<file path="src/common/rastk_defines.svh">
`ifndef RASTK_DEFINES_SVH
`define RASTK_DEFINES_SVH

// register addresses in system bank 0
`define RASTK_PTR_ADDR 8'hDF
`define RASTK_ENTRY_BASE 8'hF0
`define RASTK_ENTRY_TOP 8'hFF

// pointer register fields
`define RASTK_IRQ_EN_BIT 7
`define RASTK_PTR_MSB 2

// reset values
`define RASTK_PTR_RESET 3'h7
`define RASTK_IRQ_EN_RESET 1'h0
`define RASTK_ENTRY_RESET 12'h000

`endif

</file>
<file path="src/common/rastk_pkg.sv">
package rastk_pkg;
  // kind of stack operation chosen each cycle
  typedef enum logic [1:0] {
    RASTK_OP_IDLE,
    RASTK_OP_PUSH,
    RASTK_OP_POP,
    RASTK_OP_REG
  } rastk_op_t;
endpackage : rastk_pkg

</file>
<file path="src/rastk_mem.sv">
`timescale 1ns/10ps
`include "rastk_defines.svh"

// small register-array memory for the return entries
module rastk_mem #(
  parameter int DEPTH = 8,
  parameter int AW = 3,
  parameter int DW = 12
) (
  // clock and reset
  input wire logic ref_clk,
  input wire logic srst,
  // write port, mask picks the bits written
  input wire logic wr_en,
  input wire logic [AW-1:0] wr_addr,
  input wire logic [DW-1:0] wr_data,
  input wire logic [DW-1:0] wr_mask,
  // read port, registered data
  input wire logic [AW-1:0] rd_addr,
  output logic [DW-1:0] rd_data
);

  logic [DW-1:0] mem_reg [DEPTH];
  logic [DW-1:0] mem_next [DEPTH];
  logic [DW-1:0] rd_data_next;

  // next value of each word
  always_comb begin
    for (int i = 0; i < DEPTH; i++) begin
      mem_next[i] = mem_reg[i];
    end
    if (wr_en) begin
      mem_next[wr_addr] = (mem_reg[wr_addr] & ~wr_mask) | (wr_data & wr_mask);
    end
    rd_data_next = mem_reg[rd_addr];
  end

  // storage, entries clear to zero
  always_ff @(posedge ref_clk) begin
    for (int i = 0; i < DEPTH; i++) begin
      if (srst) begin
        mem_reg[i] <= `RASTK_ENTRY_RESET;
      end else begin
        mem_reg[i] <= mem_next[i];
      end
    end
    if (srst) begin
      rd_data <= `RASTK_ENTRY_RESET;
    end else begin
      rd_data <= rd_data_next;
    end
  end

endmodule : rastk_mem

</file>
<file path="src/rastk_top.sv">
`timescale 1ns/10ps
`include "rastk_defines.svh"

module rastk_top #(
  parameter int DEPTH = 8,
  parameter int PW = 3,
  parameter int PCW = 12
) (
  // clock and reset
  input wire logic ref_clk,
  input wire logic srst,
  // sequencer requests
  input wire logic call_push,
  input wire logic irq_push,
  input wire logic return_from_call,
  input wire logic return_from_irq,
  input wire logic [PCW-1:0] pc_in,
  // restored pc, valid one cycle after a pop
  output logic [PCW-1:0] pc_restore,
  output logic pc_restore_valid,
  // system register port, bank 0
  input wire logic reg_wr,
  input wire logic reg_rd,
  input wire logic [7:0] reg_addr,
  input wire logic [7:0] reg_wdata,
  output logic [7:0] reg_rdata,
  // interrupt enable to the core
  output logic global_irq_enable
);

  // empty-stack pointer and last entry index
  // the pointer counts down from all ones, a push at q takes entry last-q
  localparam logic [PW-1:0] PTR_EMPTY = PW'(`RASTK_PTR_RESET);
  localparam logic [PW-1:0] IDX_LAST = PW'(DEPTH - 1);

  // pointer and interrupt enable state
  // the enable shares the pointer register but moves only on its writes
  logic [PW-1:0] pointer_bits_reg;
  logic [PW-1:0] pointer_bits_next;
  logic irq_en_reg;
  logic irq_en_next;

  // restore strobe state
  logic pop_pending_reg;
  logic pop_pending_next;

  // read-back state, taken at the read edge
  logic [7:0] rdata_reg;
  logic [7:0] rdata_next;
  logic hi_sel_reg;
  logic hi_sel_next;
  logic rd_ptr_reg;
  logic rd_ptr_next;

  // operation and decoded request
  rastk_pkg::rastk_op_t op;
  logic push_req;
  logic pop_req;
  logic acc_req;
  logic ptr_hit;
  logic entry_hit;
  logic entry_hi;
  logic ptr_wr;
  logic entry_wr;
  logic [PW-1:0] entry_idx;
  logic [PW-1:0] pop_ptr;

  // memory port
  // the mask selects the bits a write changes
  logic mem_wr;
  logic [PW-1:0] mem_waddr;
  logic [PW-1:0] mem_raddr;
  logic [PCW-1:0] mem_wdata;
  logic [PCW-1:0] mem_wmask;
  logic [PCW-1:0] mem_rdata;

  // entry region 0xF0..0xFF: pairs of low/high bytes
  function automatic logic is_entry(input logic [7:0] a);
    return (a >= `RASTK_ENTRY_BASE) && (a <= `RASTK_ENTRY_TOP);
  endfunction : is_entry

  // entry number of an address in the entry region
  // even address low byte, odd address high byte
  function automatic logic [PW-1:0] entry_of(input logic [7:0] a);
    logic [7:0] off;
    off = a - `RASTK_ENTRY_BASE;
    return off[PW:1];
  endfunction : entry_of

  // entry a push writes at pointer q, counted down from the last index
  // a pop reads the slot of the pointer after its increment
  function automatic logic [PW-1:0] slot_of(input logic [PW-1:0] q);
    return PW'(IDX_LAST - q);
  endfunction : slot_of

  // pointer register image, enable on top
  // bits 6..3 read as zero, writes to them are dropped
  function automatic logic [7:0] ptr_image(input logic en, input logic [PW-1:0] q);
    logic [7:0] img;
    img = 8'h00;
    img[`RASTK_IRQ_EN_BIT] = en;
    img[PW-1:0] = q;
    return img;
  endfunction : ptr_image

  // one byte of an entry as seen on the register port, high byte with its high nibble zero
  function automatic logic [7:0] entry_byte(input logic [PCW-1:0] w, input logic hi);
    logic [7:0] b;
    b = w[7:0];
    if (hi) begin
      b = {{(16 - PCW){1'b0}}, w[PCW-1:8]};
    end
    return b;
  endfunction : entry_byte

  // address decode of the system register port
  assign ptr_hit = (reg_addr == `RASTK_PTR_ADDR);
  assign entry_hit = is_entry(reg_addr);
  assign entry_idx = entry_of(reg_addr);
  assign entry_hi = reg_addr[0]; // odd address is the high byte

  // request classes, core stack traffic wins over register access
  // a register write in a push or pop cycle is dropped, never delayed
  assign push_req = call_push || irq_push;
  assign pop_req = (return_from_call || return_from_irq) && !push_req;
  assign acc_req = (reg_wr || reg_rd) && !push_req && !pop_req;
  assign ptr_wr = acc_req && reg_wr && ptr_hit;
  assign entry_wr = acc_req && reg_wr && entry_hit;

  // pointer after a pop, whose top entry is read back
  assign pop_ptr = PW'(pointer_bits_reg + 1'b1);

  // one operation per cycle
  // push beats pop beats register access
  always_comb begin
    if (push_req) begin
      op = rastk_pkg::RASTK_OP_PUSH;
    end else if (pop_req) begin
      op = rastk_pkg::RASTK_OP_POP;
    end else if (acc_req) begin
      op = rastk_pkg::RASTK_OP_REG;
    end else begin
      op = rastk_pkg::RASTK_OP_IDLE;
    end
  end

  // memory port steering; byte writes are masked so the other byte keeps its bits
  // the memory reads the addressed entry in every idle or register cycle,
  // so a register read sees it after the next edge
  always_comb begin
    mem_wr = 1'b0;
    mem_waddr = entry_idx;
    mem_raddr = entry_idx;
    mem_wdata = '0;
    mem_wmask = '0;
    unique case (op)
      // push: whole word into the free slot
      rastk_pkg::RASTK_OP_PUSH: begin
        mem_wr = 1'b1;
        mem_waddr = slot_of(pointer_bits_reg);
        mem_wdata = pc_in;
        mem_wmask = '1;
      end
      // pop: read the current top
      rastk_pkg::RASTK_OP_POP: begin
        mem_raddr = slot_of(pop_ptr);
      end
      // register access: one byte of the addressed entry
      rastk_pkg::RASTK_OP_REG: begin
        mem_wr = entry_wr;
        if (entry_hi) begin
          mem_wdata[PCW-1:8] = reg_wdata[PCW-9:0];
          mem_wmask[PCW-1:8] = '1;
        end else begin
          mem_wdata[7:0] = reg_wdata;
          mem_wmask[7:0] = '1;
        end
      end
      // idle: no write
      rastk_pkg::RASTK_OP_IDLE: begin
        mem_wr = 1'b0;
      end
    endcase
  end

  // pointer and enable next values
  // the eighth push wraps the pointer back to all ones, a ninth reuses the oldest entry, no flag
  always_comb begin
    pointer_bits_next = pointer_bits_reg;
    irq_en_next = irq_en_reg;
    unique case (op)
      // push: move down
      rastk_pkg::RASTK_OP_PUSH: begin
        pointer_bits_next = PW'(pointer_bits_reg - 1'b1);
      end
      // pop: move up
      rastk_pkg::RASTK_OP_POP: begin
        pointer_bits_next = pop_ptr;
      end
      // register write: pointer bits and enable together
      rastk_pkg::RASTK_OP_REG: begin
        if (ptr_wr) begin
          pointer_bits_next = reg_wdata[`RASTK_PTR_MSB:0];
          irq_en_next = reg_wdata[`RASTK_IRQ_EN_BIT];
        end
      end
      // idle: hold
      rastk_pkg::RASTK_OP_IDLE: begin
        pointer_bits_next = pointer_bits_reg;
      end
    endcase
  end

  // register the pointer group, empty stack and interrupts off after reset
  always_ff @(posedge ref_clk) begin
    if (srst) begin
      pointer_bits_reg <= PTR_EMPTY;
      irq_en_reg <= `RASTK_IRQ_EN_RESET;
    end else begin
      pointer_bits_reg <= pointer_bits_next;
      irq_en_reg <= irq_en_next;
    end
  end

  // restore strobe follows every accepted pop by one cycle
  always_comb begin
    pop_pending_next = (op == rastk_pkg::RASTK_OP_POP);
  end

  // register the restore strobe
  always_ff @(posedge ref_clk) begin
    if (srst) begin
      pop_pending_reg <= 1'b0;
    end else begin
      pop_pending_reg <= pop_pending_next;
    end
  end

  // read-back next values; the pointer image is caught at the read edge
  // byte select and pointer select follow the address every cycle,
  // the bus holds the address through the read cycle so they match the read
  always_comb begin
    rdata_next = rdata_reg;
    hi_sel_next = entry_hi;
    rd_ptr_next = ptr_hit;
    if (acc_req && reg_rd && ptr_hit) begin
      rdata_next = ptr_image(irq_en_reg, pointer_bits_reg);
    end
  end

  // register the read-back group
  always_ff @(posedge ref_clk) begin
    if (srst) begin
      rdata_reg <= 8'h00;
      hi_sel_reg <= 1'b0;
      rd_ptr_reg <= 1'b0;
    end else begin
      rdata_reg <= rdata_next;
      hi_sel_reg <= hi_sel_next;
      rd_ptr_reg <= rd_ptr_next;
    end
  end

  // eight entries of 12 bits
  // the memory clears with srst, so every entry reads zero after reset
  rastk_mem #(
    .DEPTH(DEPTH),
    .AW(PW),
    .DW(PCW)
  ) u_mem (
    .ref_clk(ref_clk),
    .srst(srst),
    .wr_en(mem_wr),
    .wr_addr(mem_waddr),
    .wr_data(mem_wdata),
    .wr_mask(mem_wmask),
    .rd_addr(mem_raddr),
    .rd_data(mem_rdata)
  );

  // outputs
  // pc_restore is the memory read register, only meaningful
  // in the cycle in which pc_restore_valid is high
  assign pc_restore = mem_rdata;
  assign pc_restore_valid = pop_pending_reg;
  assign global_irq_enable = irq_en_reg;

  // read data: pointer from its register, entries from memory
  // the selects were taken with the read, so the byte matches the address
  always_comb begin
    if (rd_ptr_reg) begin
      reg_rdata = rdata_reg;
    end else begin
      reg_rdata = entry_byte(mem_rdata, hi_sel_reg);
    end
  end

endmodule : rastk_top

</file>
<file path="config.mk">
export PLATFORM = sky130hd
export DESIGN_NAME = rastk_top
export DESIGN_NICKNAME = d
export VERILOG_FILES = /design/src/common/rastk_pkg.sv /design/src/rastk_mem.sv /design/src/rastk_top.sv
export VERILOG_INCLUDE_DIRS = /design/src /design/src/common
export SDC_FILE = /design/constraint.sdc
export NUM_CORES = 1
export LEC_CHECK = 0
export BUFFER_PORTS_ARGS = -buffer_cell sky130_fd_sc_hd__buf_2
export CAP_MARGIN = 0
export CORE_ASPECT_RATIO = 1.2
export CORE_MARGIN = 4
export CORE_UTILIZATION = 50
export CTS_CLUSTER_SIZE = 40
export DETAILED_ROUTE_END_ITERATION = 8
export PLACE_DENSITY = 0.69
export SETUP_SLACK_MARGIN = 0.15
export SYNTH_ARGS = -nofsm -noshare
export SYNTH_HDL_FRONTEND = slang
export SYNTH_HIERARCHICAL = 1
export SYNTH_SLANG_ARGS = --single-unit
</file>
<file path="constraint.sdc">
create_clock -name ref_clk -period 7.7 [get_ports ref_clk]
set_input_delay 1.155 -clock ref_clk [delete_from_list [all_inputs] [get_ports ref_clk]]
set_output_delay 1.155 -clock ref_clk [all_outputs]
set_load 0.03 [all_outputs]
</file>
==> summary.txt, run 1 <==
status - finished, final reports clean
Crit path max-delay family - simple AND/OR/NAND/NOR gates
r2r startpoint - pointer_bits_reg[0]$_SDFFE_PP1P_
post-cts gate resize count - 0
Pleak - 2.79 nW
Root Buffer - clkbuf_16
n_diodes - 0
DRC viols - 0
dpl cells - 928
Final Cycle Share - 57.5%
Slew Limit Headroom - 13.9%
R2R setup slack - 4240 ps
share of power burned in the clock network - 46.3%
met3 WL - 2190 um
Synth-to-Final Area Change - 10.2%
critical path arrival - 4700 ps
Power Density - 225 mW/mm^2
unrepaired setup endpoints after global routing - no
setup bufs post-CTS - 0
Via Count - 6338
number of global-route vias before repair - 5861
Cell variety after synth - 53
Detail Route Antenna Nets - 0
Final Setup Violations - 0
Sum Neg Setup Slack - 0 ps
Worst Hold Launch - rdata_reg[1]$_SDFFE_PP0P_
P_int - 1.24 mW
global-route wire length before repair - 32600 um
post-DP HPWL - 13200 um
kind of critical path - input port to flip-flop
Critical Path Fanout Max - 45
Sw Share - 28.6%
Ys Warns - 6
WP buf/inv - 2
max layer used - met4
CP endpoint kind - flip-flop
DR WL/cell - 22.4 um
CTS sink cnt - 119
Final min period - 4430 ps
clock skew - 7.07 ps
FF+latch count, synth - 119
worst path required time - 7970 ps
die width - 116 um
fin area - 0.00770 mm^2
Final Max Slew Viols - 0
WL met2 - 10100 um
Overall Global Routing Usage - 26.9%
critical path cell sequence - buf_2 > or2_2 > a21oi_4 > buf_4 > and4bb_1 > nor3b_1 > a21oi_1 > o21ai_0
CTS tree - yes
Final nets - 814
clk_lat worst skew - 420 ps
Mapped Nets - 811
worst vdd ir - 0.152 mV
routed wire length - 21500 um
mapped cell area - 0.00699 mm^2
initial antenna violation count - 0
Post-Layout Cell Count - 959
sequential element share of the synthesized area - 34.1%
reg2reg end - u_mem/mem_reg[1][2]$_SDFFE_PP0P_
Min-Delay Path Depth - 2
share of synthesized registers carrying an async set or reset - 0%
max FFs per register - 96
Hold Fails Final Rpt - 0
share of cells above drive strength 1 - 18.7%
Initial Util - 50.8%
clk buf depth - 2
Placement Rows - 47
DR iter-0 viols - 712
TritonCTS Buffers - 17
max cap viols - 0
crit path launch type - input port
R2R depth - 6
fmax - 226 MHz
Slew @ Worst Pin - 1290 ps
die area - 0.0159 mm^2
vias per cell - 6.61
clock-pin slew on the worst setup and hold paths - 60 ps
core area - 0.0138 mm^2
port bufs - 57
max incr delay on CP - 1100 ps
IO Pins - 58
M1 WL - 8320 um
Mapped Avg Cell Area - 9.04 um^2
net switching power - 496 uW
pin count of the biggest net entering global routing - 80
predominant post-synthesis flop cell - dfxtp_1
Comb pwr share - 15.8%
Area after DPL - 0.00710 mm^2
slowest stage cell, crit path - and4bb_1
CTS H-tree lvls - 4
Util after Layout - 55.9%
Post-synth EDFFs - 0
Placer Congestion - 0.893
relative contribution of sequential cells to total power - 37.8%
Hold Buf Count CTS - 0
Post-Synthesis Cells - 773
path type of the worst min-delay path - flip-flop to flip-flop
Hold Path Sink - rdata_reg[1]$_SDFFE_PP0P_
Die Y - 138 um
drt pass-1 iters - 5
grt ovf - 0
## routing by layer
metal | vias to the layer above | global-route usage (%)
li1 | 2882 | -
met1 | 3071 | 33.5
met2 | 318 | 44.7
met3 | 67 | 5.58
met4 | 0 | 12.0
met5 | - | 0
## layout by cell type (no fill, tap or decap), drive strengths merged, types with 3 or more instances in the layout
cell,count
nand4,5
mux2i,69
mux4,24
nand2b,3
inv,3
and4b,4
nor3b,96
bufinv,3
a21oi,100
clkinv,8
or3,3
dfxtp,119
o31ai,10
o21ai,107
and4bb,3
and2,3
a32o,4
a22o,9
nand2,26
clkbuf,18
buf,62
nor2,53
or2,3
o22ai,24
## cell type report
class,count,area (um^2)
clock buffers,18,439
clock inverters,13,156
fillers,1214,6060
inverters,3,11.3
multi-input cells,573,4170
flip-flops and latches,119,2380
well taps,171,214
repair buffers,62,325
## tightest hold or removal path: stages, from the launching register on
cell     delay [ps]
dfxtp_1         320
mux2i_1          70
nor2_1           70
## power groups by stage
stage / combinational (mW) / clock [mW] / sequential [mW]
after floorplan: 0.206 / 0 / 0.665
after global placement: 0.263 / 0 / 0.668
after detailed placement: 0.267 / 0 / 0.669
after CTS: 0.268 / 0.811 / 0.656
after global routing: 0.289 / 0.842 / 0.658
final: 0.275 / 0.803 / 0.656
## through the flow
stage               setup slack (ps)  power, mW  hold WS [ps]
floorplan                       4400      0.871           464
global placement                3040      0.931           486
detailed placement              2910      0.936           488
CTS                             3340       1.73           502
global route                    3110       1.79           527
finish                          3270       1.73           501
## cells in the mapped netlist (4+ instances only)
cell type,number,share of area (%)
nor3b_1,96,10
dfxtp_1,119,34
buf_4,15,1.6
clkbuf_1,28,1.5
mux2i_1,69,9.9
nand4_1,5,0.45
o21ai_2,11,1.4
a32o_1,4,0.57
buf_2,24,1.7
o31ai_2,8,1.4
and4b_1,4,0.57
a21oi_1,100,7.2
buf_6,6,0.97
mux4_2,24,7.7
o21ai_0,94,6.7
a22o_1,9,1.1
nand2_1,25,1.3
nor2_1,52,2.8
o22ai_1,22,2.0
## worst max-delay path by stage
stage,start,endpoint,slack (ps),cells after the start
after global routing,irq_push,u_mem/mem_reg[5][11]$_SDFFE_PP0P_,3110,8
after detailed placement,irq_push,u_mem/mem_reg[1][2]$_SDFFE_PP0P_,2910,8
after CTS,irq_push,u_mem/mem_reg[1][2]$_SDFFE_PP0P_,3340,8
after global placement,irq_push,u_mem/mem_reg[5][11]$_SDFFE_PP0P_,3040,8
after floorplan,irq_push,u_mem/mem_reg[2][11]$_SDFFE_PP0P_,4400,11
final,irq_push,u_mem/mem_reg[1][2]$_SDFFE_PP0P_,3270,8
## cell families after synthesis
family	synth area share [%]
XOR/XNOR	0.125
buffers and inverters	6.62
AO/OA/AOI/OAI	21.9
adder cells (fa/ha/maj)	0.358
multiplexers	17.6
AND/OR/NAND/NOR	19.3
flip-flops	34.1
Note: power is estimated with default switching activity, not from simulation.
==> inputs of run 2 (changes only) <==
Settings changed: ABC_AREA set to 1.
Clock period 7.7 ns to 4.5 ns, I/O delays scaled along.
==> summary.txt, run 2 <==
status - finished, final reports clean
CTS H-tree lvls - 4
Overall Global Routing Usage - 25.4%
r2r startpoint - pointer_bits_reg[0]$_SDFFE_PP1P_
Hold Fails Final Rpt - 0
R2R setup slack - 1820 ps
Final Setup Violations - 0
Post-Synthesis Cells - 982
clock skew - 6.63 ps
drt pass-1 iters - 7
Synth-to-Final Area Change - 13.0%
vias per cell - 5.54
XOR/XNOR Fraction of Synth Area - 0.133%
Final min period - 3170 ps
R2R depth - 10
Sum Neg Setup Slack - 0 ps
main combinational cell family by area after synthesis - compound AO/OA/AOI/OAI gates
top-count cell post-synth - nand2_1
grt ovf - 0
die width - 113 um
Hold Buf Count CTS - 0
reg2reg end - u_mem/rd_data[8]$_SDFF_PP0_
CTS tree - yes
Pleak - 3.32 nW
share of synthesized registers carrying an async set or reset - 0%
clock-pin slew on the worst setup and hold paths - 50 ps
Mapped Nets - 1020
mux contribution to synthesized area - 0%
clk buf depth - 2
initial antenna violation count - 0
max FFs per register - 96
n_diodes - 0
post-DP HPWL - 12100 um
Worst Hold Launch - rdata_reg[0]$_SDFFE_PP0P_
Root Buffer - clkbuf_16
synth cell count leaders - 178 x nand2_1, 173 x a21oi_1, 141 x o21ai_0
IO Pins - 58
Synth top area share - 36.2%
Post-Synth Adder-Cell Area - 0.380%
crit path launch type - input port
Cell variety after synth - 33
Post-Layout Cell Count - 1186
Slew @ Worst Pin - 1020 ps
number of global-route vias before repair - 5951
Slew Limit Headroom - 31.7%
Hold Path Sink - rdata_reg[0]$_SDFFE_PP0P_
pin count of the biggest net entering global routing - 62
most frequent cells in the layout - 178 x nand2_1, 173 x a21oi_1, 139 x o21ai_0
Post-synth EDFFs - 0
Mapped Avg Cell Area - 6.70 um^2
post-cts gate resize count - 0
Min-Delay Path Depth - 2
path type of the worst min-delay path - flip-flop to flip-flop
sequential element share of the synthesized area - 36.2%
unrepaired setup endpoints after global routing - no
predominant post-synthesis flop cell - dfxtp_1
dpl cells - 1155
CP endpoint kind - flip-flop
total power - 3.21 mW
setup bufs post-CTS - 0
DRC viols - 0
worst vdd ir - 0.373 mV
Final nets - 1048
DR iter-0 viols - 592
routed wire length - 19000 um
FF+latch count, synth - 119
fmax - 316 MHz
Via Count - 6568
Final Max Slew Viols - 0
mapped cell area - 0.00658 mm^2
max cap viols - 0
Detail Route Antenna Nets - 0
share of cells above drive strength 1 - 13.6%
clk_lat worst skew - 410 ps
TritonCTS Buffers - 17
worst path required time - 4840 ps
global-route wire length before repair - 30400 um
Ys Warns - 6
critical path arrival - 3500 ps
CTS sink cnt - 119
kind of critical path - input port to flip-flop
Critical Path Fanout Max - 24
Placer Congestion - 0.903
core area - 0.0128 mm^2
DR WL/cell - 16.0 um
Initial Util - 51.5%
synth top area cells - dfxtp_1 36%, a21oi_1 13%, o21ai_0 11%
Placement Rows - 45
Power Density - 432 mW/mm^2
commonest non-fill, non-tap cell in the layout - nand2_1
Final Cycle Share - 70.4%
die area - 0.0151 mm^2
port bufs - 57
post-synthesis compound-gate area fraction - 28.9%
Yosys top cell by area - dfxtp_1
Synth Area in Simple Gates - 22.2%
Die Y - 134 um
==> run 2: cell types whose count changed after synthesis, moves of 10 or more <==
cell      before  now
a21oi_1      100  173
inv_1          3  118
mux2i_1       69    0
mux4_2        24    0
nand2_1       25  178
nand3_1        2   70
nand3b_1       2   12
nor3b_1       96    0
o21ai_0       94  141
o21ai_2       11    0
o21bai_4       0   11
o22ai_1       22    0
==> run 2: cells by family (layout without fill, tap and decap cells) <==
family          after synthesis  in the layout
compound gates              343            343
simple gates                330            330
buf+inv                     187            227
flops                       119            119
fa+ha+maj                     2              2
xor+xnor                      1              1
==> run 2: metrics by stage <==
| step | hold WS (ps) | area, um^2 | setup slack (ps) | utilization [%] |
|---|---|---|---|---|
| after floorplan | 455 | 6580 | 1830 | - |
| after CTS | 504 | 7430 | 1390 | 58.2 |
| final | 500 | 7430 | 1330 | 58.2 |
| after global placement | 490 | 6870 | 1130 | 53.7 |
| after global routing | 534 | 7430 | 975 | 58.2 |
| after detailed placement | 492 | 6870 | 973 | 53.7 |
==> run 2: worst max-delay path by stage <==
| stage | startpoint | end | depth (start not counted) |
|---|---|---|---|
| floorplan | reg_wr | u_mem/mem_reg[1][1]$_SDFFE_PP0P_ | 9 |
| global placement | irq_push | u_mem/mem_reg[3][4]$_SDFFE_PP0P_ | 8 |
| detailed placement | irq_push | u_mem/mem_reg[3][5]$_SDFFE_PP0P_ | 8 |
| CTS | irq_push | u_mem/mem_reg[3][5]$_SDFFE_PP0P_ | 8 |
| global route | irq_push | u_mem/mem_reg[3][7]$_SDFFE_PP0P_ | 8 |
| finish | irq_push | u_mem/mem_reg[3][8]$_SDFFE_PP0P_ | 8 |
==> run 2: routing by layer <==
layer	global-route usage, %	vias up	wire [um]
met5	0	-	0
met4	10.6	0	410
met3	4.41	26	1300
met2	41.6	252	9160
met1	33.0	3002	8120
li1	-	3288	-
==> run 2: area by class of cell <==
type	instances	area, um^2
Inverter	125	474
Multi-Input combinational cell	676	3420
Tap cell	164	205
Clock buffer	22	464
Clock inverter	9	101
Timing Repair Buffer	71	390
Fill cell	1210	5350
Sequential cell	119	2380
==> run 2: critical path: stages <==
cell and delay [ps]:
buf_2 110, nor2_4 320, nand3_2 320, o41ai_1 780, nand2_2 220, nor2_2 710
o21ai_0 190, a21oi_1 160
==> run 2: where the power goes <==
part	total (mW)	internal (mW)	switching [mW]
Clock	1.30	0.836	0.462
Sequential	1.20	1.14	0.0530
Combinational	0.719	0.227	0.493
